<file path="config.mk">
export PLATFORM = sky130hd
export DESIGN_NAME = hscr_top
export DESIGN_NICKNAME = d
export VERILOG_FILES = /design/src/hscr_pkg.sv /design/src/hscr_top.sv /design/src/hscr_axil_slave.sv /design/src/hscr_decode.sv
export SDC_FILE = /design/constraint.sdc
export NUM_CORES = 1
export LEC_CHECK = 0
export ABC_AREA = 1
export BUFFER_PORTS_ARGS = -buffer_cell sky130_fd_sc_hd__buf_4
export CAP_MARGIN = 10
export CORE_MARGIN = 4
export CORE_UTILIZATION = 55
export DETAILED_ROUTE_END_ITERATION = 10
export PLACE_DENSITY = 0.82
export SYNTH_ARGS = -nofsm -noshare
export SYNTH_HDL_FRONTEND = slang
export SYNTH_HIERARCHICAL = 1
export SYNTH_SLANG_ARGS = --single-unit
export TNS_END_PERCENT = 5
</file>
<file path="constraint.sdc">
create_clock -name aclk -period 2 [get_ports aclk]
set_input_delay 0.2 -clock aclk [delete_from_list [all_inputs] [get_ports aclk]]
set_output_delay 0.2 -clock aclk [all_outputs]
set_load 0.03 [all_outputs]
</file>
<file path="src/hscr_pkg.sv">
// Shared types and constants for the high-speed serdes configuration bank
package hscr_pkg;

  // ==========================================================================
  // Register map, byte addresses on the AXI4-Lite port
  localparam logic [7:0] HSCR_TUNE_ADDR   = 8'h04;
  localparam logic [7:0] HSCR_ENRATE_ADDR = 8'h08;
  localparam logic [7:0] HSCR_PLL_ADDR    = 8'h0c;
  localparam logic [7:0] HSCR_GLOBAL_ADDR = 8'h10;
  localparam logic [7:0] HSCR_STATUS_ADDR = 8'h14;

  localparam logic [1:0] HSCR_RESP_OKAY   = 2'h0;
  localparam logic [1:0] HSCR_RESP_SLVERR = 2'h2;

  // ==========================================================================
  // Register layouts, most significant field first
  typedef struct packed {
    logic [3:0] fast_tx_amplitude_code;
    logic       fast_tx_on;
    logic       fast_rx_eq_freeze;
    logic [1:0] fast_tx_rate_sel;
    logic [1:0] fast_rx_gain_policy;
    logic [1:0] fast_rx_autozero_policy;
    logic       fast_rx_on;
    logic [2:0] fast_rx_rate_sel;
  } hscr_enrate_type;

  typedef struct packed {
    logic       fast_rx_converter_track;
    logic [2:0] fast_rx_precursor_level;
    logic [1:0] recovery_loop_order;
    logic [1:0] recovery_vote_threshold;
    logic       spare_bit;
    logic       fast_rx_peaking_off;
    logic       short_channel_recovery;
    logic [4:0] tx_cursor_reduction;
  } hscr_tune_type;

  typedef struct packed {
    logic [6:0] pll_quarters;
    logic       pll_rsvd;
    logic [1:0] rx_rate_shift;
    logic       rx_rate_rsvd;
    logic [3:0] precursor_ninths;
    logic       precursor_off;
    logic       order_rsvd;
    logic [5:0] vote_count;
    logic [9:0] cursor_tenths;
    logic       cursor_rsvd;
  } hscr_dec_type;

  typedef struct packed {
    logic       pin_low;
    logic [6:0] pll_quarters;
    logic [1:0] zero;
    logic       cursor_rsvd;
    logic       order_rsvd;
    logic       rx_rate_rsvd;
    logic       pll_rsvd;
    logic       rx_active;
    logic       tx_active;
  } hscr_status_type;

  localparam hscr_enrate_type HSCR_ENRATE_RST = 16'ha848;
  localparam hscr_tune_type   HSCR_TUNE_RST   = 16'h1500;
  localparam logic [3:0]      HSCR_PLL_RST    = 4'hd;
  localparam int              HSCR_GPD_BIT    = 15;

  // ==========================================================================
  // AXI4-Lite carriers
  typedef struct packed {
    logic        awvalid;
    logic [7:0]  awaddr;
    logic        wvalid;
    logic [31:0] wdata;
    logic [3:0]  wstrb;
    logic        bready;
    logic        arvalid;
    logic [7:0]  araddr;
    logic        rready;
  } hscr_axi_req_type;

  typedef struct packed {
    logic        awready;
    logic        wready;
    logic        bvalid;
    logic [1:0]  bresp;
    logic        arready;
    logic        rvalid;
    logic [31:0] rdata;
    logic [1:0]  rresp;
  } hscr_axi_rsp_type;

  typedef enum logic {HSCR_WR_OPEN = 1'b0, HSCR_WR_RESP = 1'b1} hscr_wr_phase_type;

  typedef struct packed {
    hscr_wr_phase_type phase;
    logic              awready;
    logic              wready;
    logic              arready;
    logic              rvalid;
    logic [7:0]        awaddr;
    logic [31:0]       wdata;
    logic [3:0]        wstrb;
    logic [1:0]        bresp;
    logic [31:0]       rdata;
    logic [1:0]        rresp;
  } hscr_axil_st_type;

  localparam hscr_axil_st_type HSCR_AXIL_RST = '{phase: HSCR_WR_OPEN, awready: 1'b1,
    wready: 1'b1, arready: 1'b1, default: '0};

  typedef struct packed {
    hscr_enrate_type enrate;
    hscr_tune_type   tune;
    logic [3:0]      pll;
    logic            gpd;
    logic            tx_active;
    logic            rx_active;
    hscr_dec_type    dec;
  } hscr_top_st_type;

  localparam hscr_top_st_type HSCR_TOP_RST = '{enrate: HSCR_ENRATE_RST,
    tune: HSCR_TUNE_RST, pll: HSCR_PLL_RST, default: '0};

endpackage

</file>
<file path="src/hscr_top.sv">
// Top of the high-speed serdes configuration register bank
// Function
// - PLL ratio codes 0010..1110 decode to 4x..25x; 0000, 0001, 1111 reserved.
// - Transmit swing code sits in bits 15:12, resets to 1010.
// - Transmit enable bit 11 resets to one; forced off by pin low or global bit.
// - Bit 10 freezes receive equalizer and long-tail correction; resets clear.
// - Transmit rate bits 9:8 pick full, half, quarter, eighth; reset 00.
// - Gain policy bits 7:6 choose four attenuator behaviours; reset 01.
// - Auto-zero bits 5:4 choose four calibration behaviours; reset 00.
// - Receive enable bit 3 resets to one; forced off by pin low or global bit.
// - Receive rate 000, 101, 110, 111 give full to eighth; others reserved.
// - Tuning bit 15 forces the receive converter into track mode; resets clear.
// - Precursor bits 14:12 give 1/9..13/9, 111 disables; reset 001.
// - Recovery order bits 11:10 give first, second 1x, second 2x; 11 reserved.
// - Vote threshold bits 9:8 give four to thirty-two votes; reset 01.
// - Tuning bit 6 turns off high-frequency peaking for slower links; resets clear.
// - Tuning bit 5 selects short-channel clock recovery; resets clear.
// - Cursor reduction bits 4:0 reset zero; codes 00111..01111 reserved.
//
// The AXI4-Lite register port was chosen for this implementation.
`timescale 1ns/1ps
module hscr_top
  import hscr_pkg::*;
(
  input  wire logic             aclk,
  input  wire logic             aresetn,
  input  wire hscr_axi_req_type axi_req,
  output hscr_axi_rsp_type      axi_rsp,
  input  wire logic             channel_power_down_low,
  output hscr_enrate_type       fast_enrate_cfg,
  output hscr_tune_type         fast_tune_cfg,
  output logic [3:0]            fast_pll_ratio,
  output logic                  fast_tx_active,
  output logic                  fast_rx_active,
  output hscr_dec_type          fast_decoded
);

  // ==========================================================================
  // Declarations
  hscr_top_st_type q;
  hscr_top_st_type d;
  hscr_dec_type    dec_now;
  hscr_status_type status;
  logic            wr_go;
  logic [7:0]      wr_addr;
  logic [31:0]     wr_data;
  logic [3:0]      wr_strb;
  logic            wr_ok;
  logic [31:0]     rd_data;
  logic            rd_ok;
  logic            power_off;

  // ==========================================================================
  // Helpers
  function automatic logic [15:0] merge_lanes(
    input logic [15:0] old,
    input logic [31:0] data,
    input logic [3:0]  strb
  );
    logic [15:0] res;
    res = old;
    if (strb[0])
      res[7:0] = data[7:0];
    if (strb[1])
      res[15:8] = data[15:8];
    return res;
  endfunction

  function automatic logic is_mapped(
    input logic [7:0] addr
  );
    return (addr == HSCR_TUNE_ADDR) || (addr == HSCR_ENRATE_ADDR) ||
           (addr == HSCR_PLL_ADDR) || (addr == HSCR_GLOBAL_ADDR) ||
           (addr == HSCR_STATUS_ADDR);
  endfunction

  // ==========================================================================
  // Bus front end and decode
  hscr_axil_slave u_bus (
    .aclk    (aclk),
    .aresetn (aresetn),
    .axi_req (axi_req),
    .axi_rsp (axi_rsp),
    .wr_go   (wr_go),
    .wr_addr (wr_addr),
    .wr_data (wr_data),
    .wr_strb (wr_strb),
    .wr_ok   (wr_ok),
    .rd_data (rd_data),
    .rd_ok   (rd_ok)
  );

  hscr_decode u_decode (
    .pll_code (q.pll),
    .enrate   (q.enrate),
    .tune     (q.tune),
    .dec      (dec_now)
  );

  assign wr_ok = is_mapped(wr_addr);
  assign rd_ok = is_mapped(axi_req.araddr);

  // Either the pin or the global bit kills both directions
  assign power_off = !channel_power_down_low || q.gpd;

  // ==========================================================================
  // Status and read mux
  always_comb
  begin
    status              = '0;
    status.pin_low      = !channel_power_down_low;
    status.pll_quarters = q.dec.pll_quarters;
    status.cursor_rsvd  = q.dec.cursor_rsvd;
    status.order_rsvd   = q.dec.order_rsvd;
    status.rx_rate_rsvd = q.dec.rx_rate_rsvd;
    status.pll_rsvd     = q.dec.pll_rsvd;
    status.rx_active    = q.rx_active;
    status.tx_active    = q.tx_active;
  end

  always_comb
  begin
    rd_data = 32'h0;
    unique case (axi_req.araddr)
      HSCR_TUNE_ADDR:   rd_data = {16'h0000, q.tune};
      HSCR_ENRATE_ADDR: rd_data = {16'h0000, q.enrate};
      HSCR_PLL_ADDR:    rd_data = {28'h0000000, q.pll};
      HSCR_GLOBAL_ADDR: rd_data = {16'h0000, q.gpd, 15'h0000};
      HSCR_STATUS_ADDR: rd_data = {16'h0000, status};
      default:          rd_data = 32'h0;
    endcase
  end

  // ==========================================================================
  // Next state
  always_comb
  begin
    logic [15:0] pll_word;
    logic [15:0] glob_word;
    pll_word  = {12'h000, q.pll};
    glob_word = {q.gpd, 15'h0000};
    d         = q;
    if (wr_go)
    begin
      unique case (wr_addr)
        HSCR_TUNE_ADDR:
          d.tune = merge_lanes(q.tune, wr_data, wr_strb);
        HSCR_ENRATE_ADDR:
          d.enrate = merge_lanes(q.enrate, wr_data, wr_strb);
        HSCR_PLL_ADDR:
        begin
          pll_word = merge_lanes(pll_word, wr_data, wr_strb);
          d.pll    = pll_word[3:0];
        end
        HSCR_GLOBAL_ADDR:
        begin
          glob_word = merge_lanes(glob_word, wr_data, wr_strb);
          d.gpd     = glob_word[HSCR_GPD_BIT];
        end
        default:
          d.gpd = q.gpd;
      endcase
    end
    // Registered so the analog side never sees a decode glitch
    d.tx_active = q.enrate.fast_tx_on && !power_off;
    d.rx_active = q.enrate.fast_rx_on && !power_off;
    d.dec       = dec_now;
  end

  // Reserved codes pass through unchanged; their effect is undefined
  always_ff @(posedge aclk)
  begin
    if (!aresetn)
      q <= HSCR_TOP_RST;
    else
      q <= d;
  end

  // ==========================================================================
  // Outputs
  assign fast_enrate_cfg = q.enrate;
  assign fast_tune_cfg   = q.tune;
  assign fast_pll_ratio  = q.pll;
  assign fast_tx_active  = q.tx_active;
  assign fast_rx_active  = q.rx_active;
  assign fast_decoded    = q.dec;
endmodule

</file>
<file path="src/hscr_axil_slave.sv">
// AXI4-Lite slave front end for the serdes configuration bank
`timescale 1ns/1ps
module hscr_axil_slave
  import hscr_pkg::*;
(
  input  wire logic             aclk,
  input  wire logic             aresetn,
  input  wire hscr_axi_req_type axi_req,
  output hscr_axi_rsp_type      axi_rsp,
  output logic                  wr_go,
  output logic [7:0]            wr_addr,
  output logic [31:0]           wr_data,
  output logic [3:0]            wr_strb,
  input  wire logic             wr_ok,
  input  wire logic [31:0]      rd_data,
  input  wire logic             rd_ok
);

  hscr_axil_st_type q;
  hscr_axil_st_type n;

  // Write fires once both halves are held and no response is pending
  assign wr_go   = (q.phase == HSCR_WR_OPEN) && !q.awready && !q.wready;
  assign wr_addr = q.awaddr;
  assign wr_data = q.wdata;
  assign wr_strb = q.wstrb;

  always_comb
  begin
    n = q;
    if (axi_req.awvalid && q.awready)
    begin
      n.awready = 1'b0;
      n.awaddr  = axi_req.awaddr;
    end
    if (axi_req.wvalid && q.wready)
    begin
      n.wready = 1'b0;
      n.wdata  = axi_req.wdata;
      n.wstrb  = axi_req.wstrb;
    end
    unique case (q.phase)
      HSCR_WR_OPEN:
      begin
        if (wr_go)
        begin
          n.phase = HSCR_WR_RESP;
          n.bresp = wr_ok ? HSCR_RESP_OKAY : HSCR_RESP_SLVERR;
        end
      end
      HSCR_WR_RESP:
      begin
        if (axi_req.bready)
        begin
          n.phase   = HSCR_WR_OPEN;
          n.awready = 1'b1;
          n.wready  = 1'b1;
        end
      end
    endcase
    if (axi_req.arvalid && q.arready)
    begin
      n.arready = 1'b0;
      n.rvalid  = 1'b1;
      n.rdata   = rd_data;
      n.rresp   = rd_ok ? HSCR_RESP_OKAY : HSCR_RESP_SLVERR;
    end
    if (q.rvalid && axi_req.rready)
    begin
      n.rvalid  = 1'b0;
      n.arready = 1'b1;
    end
  end

  always_ff @(posedge aclk)
  begin
    if (!aresetn)
      q <= HSCR_AXIL_RST;
    else
      q <= n;
  end

  assign axi_rsp = '{awready: q.awready, wready: q.wready,
    bvalid: (q.phase == HSCR_WR_RESP), bresp: q.bresp, arready: q.arready,
    rvalid: q.rvalid, rdata: q.rdata, rresp: q.rresp};

endmodule

</file>
<file path="src/hscr_decode.sv">
// Combinational decode of the serdes configuration codes
`timescale 1ns/1ps
module hscr_decode
  import hscr_pkg::*;
(
  input  wire logic [3:0]      pll_code,
  input  wire hscr_enrate_type enrate,
  input  wire hscr_tune_type   tune,
  output hscr_dec_type         dec
);

  always_comb
  begin
    dec = '0;
    // Ratio in quarter steps so that 8.25x and 16.5x stay exact
    unique case (pll_code)
      4'h2: dec.pll_quarters = 7'd16;
      4'h3: dec.pll_quarters = 7'd20;
      4'h4: dec.pll_quarters = 7'd24;
      4'h5: dec.pll_quarters = 7'd32;
      4'h6: dec.pll_quarters = 7'd33;
      4'h7: dec.pll_quarters = 7'd40;
      4'h8: dec.pll_quarters = 7'd48;
      4'h9: dec.pll_quarters = 7'd50;
      4'ha: dec.pll_quarters = 7'd60;
      4'hb: dec.pll_quarters = 7'd64;
      4'hc: dec.pll_quarters = 7'd66;
      4'hd: dec.pll_quarters = 7'd80;
      4'he: dec.pll_quarters = 7'd100;
      default: dec.pll_rsvd = 1'b1;
    endcase
    unique case (enrate.fast_rx_rate_sel)
      3'h0: dec.rx_rate_shift = 2'd0;
      3'h5: dec.rx_rate_shift = 2'd1;
      3'h6: dec.rx_rate_shift = 2'd2;
      3'h7: dec.rx_rate_shift = 2'd3;
      default: dec.rx_rate_rsvd = 1'b1;
    endcase
    dec.precursor_off    = (tune.fast_rx_precursor_level == 3'h7);
    dec.precursor_ninths = dec.precursor_off ? 4'h0 : {tune.fast_rx_precursor_level, 1'b1};
    dec.order_rsvd       = (tune.recovery_loop_order == 2'h3);
    dec.vote_count       = 6'd4 << tune.recovery_vote_threshold;
    // Cursor reduction in tenths of a percent
    unique case (tune.tx_cursor_reduction)
      5'h00: dec.cursor_tenths = 10'd0;
      5'h01: dec.cursor_tenths = 10'd25;
      5'h02: dec.cursor_tenths = 10'd50;
      5'h03: dec.cursor_tenths = 10'd75;
      5'h04: dec.cursor_tenths = 10'd100;
      5'h05: dec.cursor_tenths = 10'd120;
      5'h06: dec.cursor_tenths = 10'd150;
      5'h10: dec.cursor_tenths = 10'd170;
      5'h11: dec.cursor_tenths = 10'd200;
      5'h12: dec.cursor_tenths = 10'd220;
      5'h13: dec.cursor_tenths = 10'd250;
      5'h14: dec.cursor_tenths = 10'd270;
      5'h15: dec.cursor_tenths = 10'd300;
      5'h16: dec.cursor_tenths = 10'd320;
      5'h17: dec.cursor_tenths = 10'd350;
      5'h18: dec.cursor_tenths = 10'd370;
      5'h19: dec.cursor_tenths = 10'd400;
      5'h1a: dec.cursor_tenths = 10'd420;
      5'h1b: dec.cursor_tenths = 10'd450;
      5'h1c: dec.cursor_tenths = 10'd470;
      5'h1d: dec.cursor_tenths = 10'd500;
      5'h1e: dec.cursor_tenths = 10'd520;
      5'h1f: dec.cursor_tenths = 10'd550;
      default: dec.cursor_rsvd = 1'b1;
    endcase
  end

endmodule

</file>
# ---- After elaboration in Yosys (flattened, before gate mapping)
# Index checks and enable logic that the tools add are counted.
dict set report totals {
  regBits 140
  inputBits 60
  output_inout_bits 113
}
dict set report classes {
  n_eq_ne 50
  shifts 1
  muxes 16
  bitwise_logic 2
  reduce_logical 35
}
# op n
set ops {}
lappend ops {{10-bit one-hot mux with 22 select lines} 1}
lappend ops {{7-bit one-hot mux with 13 select lines} 1}
lappend ops {{5-bit equality test (second input constant)} 16}
lappend ops {{16-bit one-hot mux with 5 select lines} 1}
lappend ops {{8-bit by 4-bit equality test with 1-bit output (second input constant)} 4}
lappend ops {{8-bit by 5-bit equality test with 1-bit output (second input constant)} 4}
lappend ops {{4-bit equality test (second input constant)} 7}
lappend ops {{23-bit OR reduction} 1}
lappend ops {{3-bit AND reduction} 6}
lappend ops {{4-bit by 3-bit equality test with 1-bit output (second input constant)} 4}
lappend ops {{8-bit by 3-bit equality test with 1-bit output (second input constant)} 2}
lappend ops {{5-bit by 3-bit equality test with 1-bit output (second input constant)} 3}
lappend ops {{13-bit OR reduction} 1}
lappend ops {{3-bit equality test (second input constant)} 4}
lappend ops {{5-bit by 2-bit equality test with 1-bit output (second input constant)} 2}
lappend ops {{1-bit logical OR} 9}
lappend ops {{4-bit by 2-bit equality test with 1-bit output (second input constant)} 2}
lappend ops {{1-bit logical AND} 8}
lappend ops {{1-bit 2-to-1 mux} 7}
lappend ops {{2-bit 2-to-1 mux} 3}
lappend ops {{2-bit one-hot mux with 3 select lines} 1}
lappend ops {{3-bit by 2-bit << shifter with 6-bit output (first input constant)} 1}
lappend ops {{5-bit by 1-bit equality test with 1-bit output (second input constant)} 1}
lappend ops {{5-bit zero test} 1}
lappend ops {{other kinds (9)} 14}

# ---- Depth between registers and ports, before layout
# Gate-level depths: netlist of run 1.
dict set report depth {
  depth_word 6
  depth_mapped 9
}

# ---- Modules after synthesis
# The synthesis of run 1 kept the hierarchy.
# mod instances cells_each area_per_inst_um2 seq_area_each_um2
set modules_own_cells {}
lappend modules_own_cells {hscr_top 1 526 3691.0 1461.4}
lappend modules_own_cells {hscr_axil_slave 1 364 2890.3 1661.6}
lappend modules_own_cells {hscr_decode 1 132 630.6 0.0}

# ---- Least setup slack after synthesis of run 1
# No wires, ideal clock.
dict set report synth_timing {
  kind {register -> register}
  from {reg u_bus.q (netlist bit u_bus/axi_rsp[39])}
  to {reg q (netlist bit fast_enrate_cfg[3])}
  setup_ps 134
  t_arrival_ps 1376
  setup_slack_ps 491
  stages_incl_launch_ff 8
  path_buffers 1
  period_less_slack_ps 1509
  cell_sequence {dfxtp_1 -> nor3_1 -> nand2_1 -> inv_1 -> clkbuf_1 -> nand2_1 -> nand2_1 -> nand3_1}
}
dict set report synth_between {
  elab_chain_cells 3
}
# element line_no
set synth_rtl {}
lappend synth_rtl {{start, declared} hscr_axil_slave.sv:19} ;# hscr_axil_st_type q;
lappend synth_rtl {{start signal, assigned} hscr_axil_slave.sv:80} ;# q <= n;
lappend synth_rtl {{1-bit zero test} hscr_axil_slave.sv:23} ;# assign wr_go = (q.phase == HSCR_WR_OPEN) && !q.awready && !q.wready;
lappend synth_rtl {{1-bit logical AND} hscr_axil_slave.sv:23}
lappend synth_rtl {{via wr_go} hscr_top.sv:44} ;# logic wr_go;
lappend synth_rtl {{3-bit AND reduction (no source line)} n/a}
lappend synth_rtl {{end signal, assigned} hscr_top.sv:174} ;# q <= HSCR_TOP_RST;
lappend synth_rtl {{end signal, assigned} hscr_top.sv:176} ;# q <= d;
lappend synth_rtl {{end, declared} hscr_top.sv:40} ;# hscr_top_st_type q;
# The timed path passes the listed nets, and every way through them passes these cells.
# A chain may end at the register's enable or synchronous reset.

# ---- Final worst setup path of run 1
# Same ends and word-level chain as after synthesis.

==> results of run 1 <==
-- flip-flops by register name, summed over array words and instances (netlist names) --
name	count
q	1
fast_enrate_cfg	16
u_bus/wr_addr	8
fast_pll_ratio	4
fast_tune_cfg	16
fast_rx_active	1
fast_decoded	34
u_bus/wr_data	16
fast_tx_active	1
u_bus/axi_rsp	39
u_bus/wr_strb	2
-- through the flow --
step | utilization (%) | std cells | area, sq um | setup slack, ns
2_1_floorplan | - | 966 | 6690 | 0.491
3_3_place_gp | 63.0 | 1154 | 7310 | 0.468
3_5_place_dp | 63.0 | 1154 | 7310 | 0.445
4_1_cts | 68.6 | 1188 | 7960 | 0.437
5_1_grt | 68.6 | 1188 | 7960 | 0.240
6_report | 68.6 | 1188 | 7960 | 0.423
-- layer usage --
layer | part of all wire, % | global-route usage [%] | up-vias
met4 | 2.0 | 8.72 | 0
met2 | 45 | 36.5 | 248
met5 | 0 | 0 | -
li1 | - | - | 3075
met3 | 8.6 | 6.58 | 30
met1 | 44 | 30.3 | 2635
-- worst max-delay path, stage by stage, from the launching register on --
cell and delay [ns]:
sky130_fd_sc_hd__dfxtp_1 0.37, sky130_fd_sc_hd__nor3_1 0.29, sky130_fd_sc_hd__nand2_1 0.14, sky130_fd_sc_hd__inv_1 0.09, sky130_fd_sc_hd__buf_4 0.30, sky130_fd_sc_hd__nand2_1 0.12
sky130_fd_sc_hd__nand2_1 0.08, sky130_fd_sc_hd__nand3_1 0.05
-- where the power goes --
group | switching [W] | leakage (nW) | internal, W
logic | 0.000476 | 2.56 | 0.000271
registers | 0.0000786 | 1.13 | 0.00287
clock network | 0.00119 | 0.297 | 0.00216
-- layout make-up --
cell class / instances / area, sq um
repair buffers: 170 / 1310
well taps: 143 / 179
flip-flops and latches: 138 / 2760
clock inverters: 10 / 165
multi-input cells: 610 / 2720
fillers: 1029 / 3650
inverters: 95 / 364
clock buffers: 22 / 464
-- path summary, 6_finish.rpt --
path                                                      start                         endpoint  slack [ns]  cells after the start
worst max-delay path               u_bus/axi_rsp[39]$_SDFF_PN1_  fast_enrate_cfg[3]$_SDFFE_PN1P_        0.42                      7
worst min-delay path                                 axi_req[0]   u_bus/axi_rsp[35]$_SDFFE_PP1P_        0.02                      3
worst max register to register     u_bus/axi_rsp[39]$_SDFF_PN1_  fast_enrate_cfg[3]$_SDFFE_PN1P_        0.42                      7
worst min register to register  fast_enrate_cfg[3]$_SDFFE_PN1P_        fast_rx_active$_SDFF_PN0_        0.47                      2
-- cells in the final DEF (no fill, tap or decap), drive strengths merged, types with 3 or more instances in the layout --
master and n:
inv 95, clkinv 3, nand4 10, nor3 9
bufinv 4, a21oi 28, nand2 150, o21ai 70
dfxtp 138, clkbuf 22, nor2 195, conb 20
o22ai 3, buf 168, clkinvlp 3, nand3 114
-- timing repair --
action / CTS / global route
gates resized for setup: 0 / 0
endpoints found under the hold margin: 2 / 0
setup buffers: 0 / 0
hold buffers: 2 / 0
==> metrics.log, run 1 <==
[metrics] setup repair after global routing missed its margin: false
[metrics] clock sink count: about 140
[metrics] number of endpoints failing setup at the final stage: 0
[metrics] maximum number of pins on one net before global-route repair: 53
[metrics] per-cell routed wire length: 13.7 um
[metrics] final hold vios: 0
[metrics] Reg clk slew, reported paths: ~0.060 ns
[metrics] placeable core region: roughly 0.012 sq mm
[metrics] fraction of final layout cells sized beyond drive strength 1: a little over a fifth
[metrics] nets: between 1000 and 1500
[metrics] clock tree from TritonCTS: yes
[metrics] number of instances in the synthesized netlist: 949
[metrics] number of routed nets with antenna violations: 0
[metrics] headroom to the max-slew limit: around 66%
[metrics] Post-Synthesis Cell Area: between 0.006 and 0.007 sq mm
[metrics] Avg Inst Size Synth: around 7.0 sq um
[metrics] number of buffers created by CTS: 17
[metrics] status: finished, final reports clean
[metrics] drt initial violations: approximately 560
[metrics] residual overflow from global routing: 0
[metrics] final clock skew: 0.00795 ns
[metrics] number of top-level pins: 173
[metrics] arrival time at the worst endpoint: between 1.5 and 2 ns
[metrics] Remaining DRCs: 0
[metrics] Total Routed Length: between 15000 and 20000 um
[metrics] count of inserted antenna diode cells: 0
[metrics] via count of the first global-routing pass: 5263
[metrics] HPWL Detailed: ~11000 um
[metrics] timing-limited maximum frequency: ~630 MHz
[metrics] H-tree lvl count: 4
[metrics] final-layout setup total negative slack: 0 ns
[metrics] total number of vias: between 5000 and 6000
[metrics] start-to-end type of the worst setup path: reg2reg
[metrics] die width: about 120 um
[metrics] leakage power: around 4 nW
[metrics] number of maximum-capacitance constraint violations: 0
[metrics] gpl congestion: roughly 0.91
[metrics] via-per-instance ratio: about 5
[metrics] class of the most critical hold timing path: in2reg
[metrics] number of input and output port buffers inserted: about 150
[metrics] Period minus WS final: 1.58 ns
[metrics] Starting Density: between 50% and 60%
[metrics] CP max FO: 31
[metrics] element type at the critical path end: flop
[metrics] Die H: 118 um
[metrics] floorplan die area: 0.0139 sq mm
[metrics] relative area change from synthesis to final layout: 20.2%
[metrics] GRT Resource Usage Total: between 20% and 30%
[metrics] startpoint class of the critical path: flop
[metrics] total number of placement rows: 39
[metrics] worst hold slack after final layout: between 0.015 and 0.02 ns
[metrics] CTS Buffer Depth: 2
[metrics] Worst-Skew Late Latency: between 0.4 and 0.5 ns
[metrics] wire length of the first global-routing pass: between 20000 and 30000 um
[metrics] number of slew-limit violations in the final report: 0
[metrics] first-pass iteration count of the detailed router: 6
[metrics] data required time of the critical path: between 2 and 2.5 ns
[metrics] post-layout power: 0.00704 W
[metrics] clock tree root driver cell: sky130_fd_sc_hd__clkbuf_16
[metrics] power per cell area: just under 900 mW/mm^2
[metrics] antenna violations before repair: 0
[metrics] VDD IR-drop max: ~0.5 mV
[metrics] portion of the clock cycle consumed by the worst path in the final layout: 78.9%
[metrics] actual transition at the worst max-transition pin: between 0.5 and 0.6 ns
[metrics] synthesis warning total: 6
(Power assumes the default switching activity.)
==> run 2: changes to the inputs <==
clock period = 1.55 ns   (was 2 ns; I/O delays follow)
==> run 2 against run 1 <==
Wire length is 2.6% higher. Clock power is 29% higher. Hold slack worse by 0.010 ns. Setup slack worse by 0.34 ns. Die area stayed put. Non-clock buffer count is 31 higher. Sequential power is 29% higher. Utilization is 2.9 points higher. Critical path type is now reg2out. Highest routed layer unchanged.
==> metrics.log, run 2 (synthesis gave the netlist of run 1 again) <==
[metrics] element type at the critical path end: primary output (was flop)
[metrics] timing-limited maximum frequency: approximately 680 MHz
[metrics] Reg clk slew, reported paths: 0.06 ns (about the same)
[metrics] first-pass iteration count of the detailed router: 5 (was 6)
[metrics] switch share: 24.2% (was 24.8%)
[metrics] per-cell routed wire length: 13.7 um (about the same)
[metrics] CTS Buffer Depth: 2 (unchanged)
[metrics] die width: 118 um (unchanged)
[metrics] number of slew-limit violations in the final report: 0 (unchanged)
[metrics] data required time of the critical path: 1.39 ns (was 2.30 ns)
[metrics] via-per-instance ratio: 4.97 (was 5.04)
[metrics] power dissipated by switching net loads: 0.00221 W (was 0.00174 W)
[metrics] # fillers: 999 (was 1029)
[metrics] leakage power: 4.16 nW (was 3.99 nW)
[metrics] placeable core region: 0.0116 sq mm (unchanged)
[metrics] Starting Density: 57.0% (unchanged)
[metrics] number of cells traversed by the worst register-to-register path: 7 (unchanged)
[metrics] number of endpoints failing setup at the final stage: 0 (unchanged)
[metrics] setup repair after global routing missed its margin: false (unchanged)
[metrics] residual overflow from global routing: 0 (unchanged)
[metrics] antenna violations before repair: 0 (unchanged)
[metrics] relative area change from synthesis to final layout: 25.3% (was 20.2%)
[metrics] number of maximum-capacitance constraint violations: 0 (unchanged)
[metrics] portion of the clock cycle consumed by the worst path in the final layout: 94.9%
[metrics] wire length of the first global-routing pass: 27500 um (was 26300 um)
[metrics] Remaining DRCs: 0 (unchanged)
[metrics] clock tree from TritonCTS: yes (unchanged)
[metrics] most frequent cells in the layout: sky130_fd_sc_hd__nor2_1, sky130_fd_sc_hd__buf_4, sky130_fd_sc_hd__nand2_1 (unchanged)
[metrics] total number of placement rows: 39 (unchanged)
[metrics] final clock skew: 0.0148 ns (was 0.00795 ns)
[metrics] floorplan die area: 0.0139 sq mm (unchanged)
[metrics] class of the most critical hold timing path: in2reg (unchanged)
[metrics] r2r startpoint: u_bus/wr_addr[4]$_SDFFE_PN0P_ (was u_bus/axi_rsp[39]$_SDFF_PN1_)
[metrics] Clk pwr share: 47.2% (was 47.5%)
[metrics] clock tree root driver cell: sky130_fd_sc_hd__clkbuf_16 (unchanged)
[metrics] GRT Resource Usage Total: 24.1% (was 23.2%)
[metrics] actual transition at the worst max-transition pin: 0.504 ns (was 0.503 ns)
[metrics] number of top-level pins: 173 (unchanged)
[metrics] H-tree lvl count: 4 (unchanged)
[metrics] Worst-Skew Late Latency: 0.42 ns (about the same)
[metrics] r2r setup slk: 0.10 ns (was 0.42 ns)
[metrics] startpoint class of the critical path: flop (unchanged)
[metrics] sequential share of power: 41.6% (was 41.9%)
[metrics] end of the worst register-to-register path: fast_enrate_cfg[10]$_SDFFE_PN0P_ (was fast_enrate_cfg[3]$_SDFFE_PN1P_)
[metrics] maximum number of pins on one net before global-route repair: 49 (was 53)
[metrics] number of buffers created by CTS: 17 (unchanged)
[metrics] CP max FO: 7 (was 31)
[metrics] final hold vios: 0 (unchanged)
[metrics] start-to-end type of the worst setup path: reg2out (was reg2reg)
[metrics] Total Routed Length: 16700 um (was 16300 um)
[metrics] arrival time at the worst endpoint: 1.32 ns (was 1.87 ns)
[metrics] status: finished, final reports clean (unchanged)
[metrics] nets: 1123 (was 1092)
[metrics] Worst Hold Endpoint: u_bus/wr_data[8]$_SDFFE_PN0P_ (was u_bus/axi_rsp[35]$_SDFFE_PP1P_)
[metrics] VDD IR-drop max: 0.623 mV (was 0.513 mV)
[metrics] combinational group share of total power: 11.2% (was 10.6%)
[metrics] Largest register FFs: 39 (unchanged)
[metrics] gpl congestion: 0.883 (was 0.912)
[metrics] HPWL Detailed: 12100 um (was 11400 um)
[metrics] count of inserted antenna diode cells: 0 (unchanged)
[metrics] number of input and output port buffers inserted: 152 (unchanged)
[metrics] final-layout setup total negative slack: 0 ns (unchanged)
[metrics] via count of the first global-routing pass: 5509 (was 5263)
[metrics] clock sink count: 138 (unchanged)
[metrics] hold path startpoint: axi_req[23] (was axi_req[0])
[metrics] P_int: 0.00693 W (was 0.00530 W)
[metrics] number of routed nets with antenna violations: 0 (unchanged)
[metrics] cell depth of the worst hold path: 3 (unchanged)
[metrics] total number of vias: 6060 (was 5988)
[metrics] Die H: 118 um (unchanged)
[metrics] Period minus WS final: 1.47 ns
[metrics] fraction of final layout cells sized beyond drive strength 1: 22.1% (was 21.2%)
[metrics] Core Util, Final: 71.4% (was 68.6%)
[metrics] drt initial violations: 482 (was 561)
[metrics] headroom to the max-slew limit: 66.3% (was 66.4%)
[metrics] most common library cell in the layout ignoring fill and taps: sky130_fd_sc_hd__nor2_1 (unchanged)
[metrics] power per cell area: 1100 mW/mm^2 (was 884 mW/mm^2)
## run 2: power groups by stage
stage / clock, W / combinational, W / sequential [W]
5_1_grt: 0.00450 / 0.00113 / 0.00382
6_report: 0.00431 / 0.00102 / 0.00380
2_1_floorplan: 0 / 0.000505 / 0.00403
3_5_place_dp: 0 / 0.000980 / 0.00388
4_1_cts: 0.00437 / 0.00102 / 0.00380
3_3_place_gp: 0 / 0.000970 / 0.00387
## run 2: how the worst max path moves through the flow
| stage | startpoint | end | slack [ns] |
|---|---|---|---|
| after floorplan | u_bus/axi_rsp[39]$_SDFF_PN1_ | fast_enrate_cfg[3]$_SDFFE_PN1P_ | 0.04 |
| after global placement | u_bus/wr_addr[1]$_SDFFE_PN0P_ | fast_enrate_cfg[12]$_SDFFE_PN0P_ | 0.14 |
| after detailed placement | u_bus/axi_rsp[38]$_SDFF_PN0_ | fast_pll_ratio[0]$_SDFFE_PN1P_ | 0.11 |
| after CTS | u_bus/axi_rsp[38]$_SDFF_PN0_ | fast_pll_ratio[0]$_SDFFE_PN1P_ | 0.05 |
| after global routing | u_bus/wr_addr[4]$_SDFFE_PN0P_ | fast_enrate_cfg[5]$_SDFFE_PN0P_ | 0.006 |
| final | fast_tune_cfg[0]$_SDFFE_PN0P_ | fast_tune_cfg[0] | 0.08 |
## run 2: cell type report
type,count,area [sq um],area share [%]
flip-flops and latches,138,2760,33.3
multi-input cells,610,2730,32.9
repair buffers,201,1620,19.5
clock buffers,23,478,5.76
inverters,95,364,4.39
well taps,143,179,2.16
clock inverters,9,160,1.93
## run 2: repair_timing
| action | 4_1_cts | 5_1_grt |
|---|---|---|
| hold endpoints to repair | 21 | 0 |
| buffers inserted | 0 | 0 |
| setup endpoints to repair | 0 | 10 |
| gates resized for setup | 0 | 3 |
| hold buffers | 19 | 0 |
## run 2: worst max-delay path, stage by stage, from the launching register on
cell	delay [ns]
sky130_fd_sc_hd__dfxtp_1	0.53
sky130_fd_sc_hd__buf_4	0.20
sky130_fd_sc_hd__buf_4	0.15
## run 2: stage by stage
step	setup WS (ns)	total power, W	hold WS, ns	std cells	instance area (sq um)
global route	0.00591	0.00945	0.0346	1219	8300
CTS	0.0540	0.00919	0.000967	1219	8280
floorplan	0.0406	0.00453	0.255	966	6690
finish	0.0786	0.00914	0.00838	1219	8300
global placement	0.144	0.00484	0.348	1168	7450
detailed placement	0.113	0.00486	0.356	1168	7450
## run 2: per-layer routing
metal | up-vias | GRT usage (%) | share of wire, %
met4 | 0 | 11.0 | 2.9
met1 | 2676 | 32.4 | 46
met2 | 204 | 36.4 | 44
met3 | 36 | 6.05 | 7.1
met5 | - | 0 | 0
li1 | 3144 | - | -
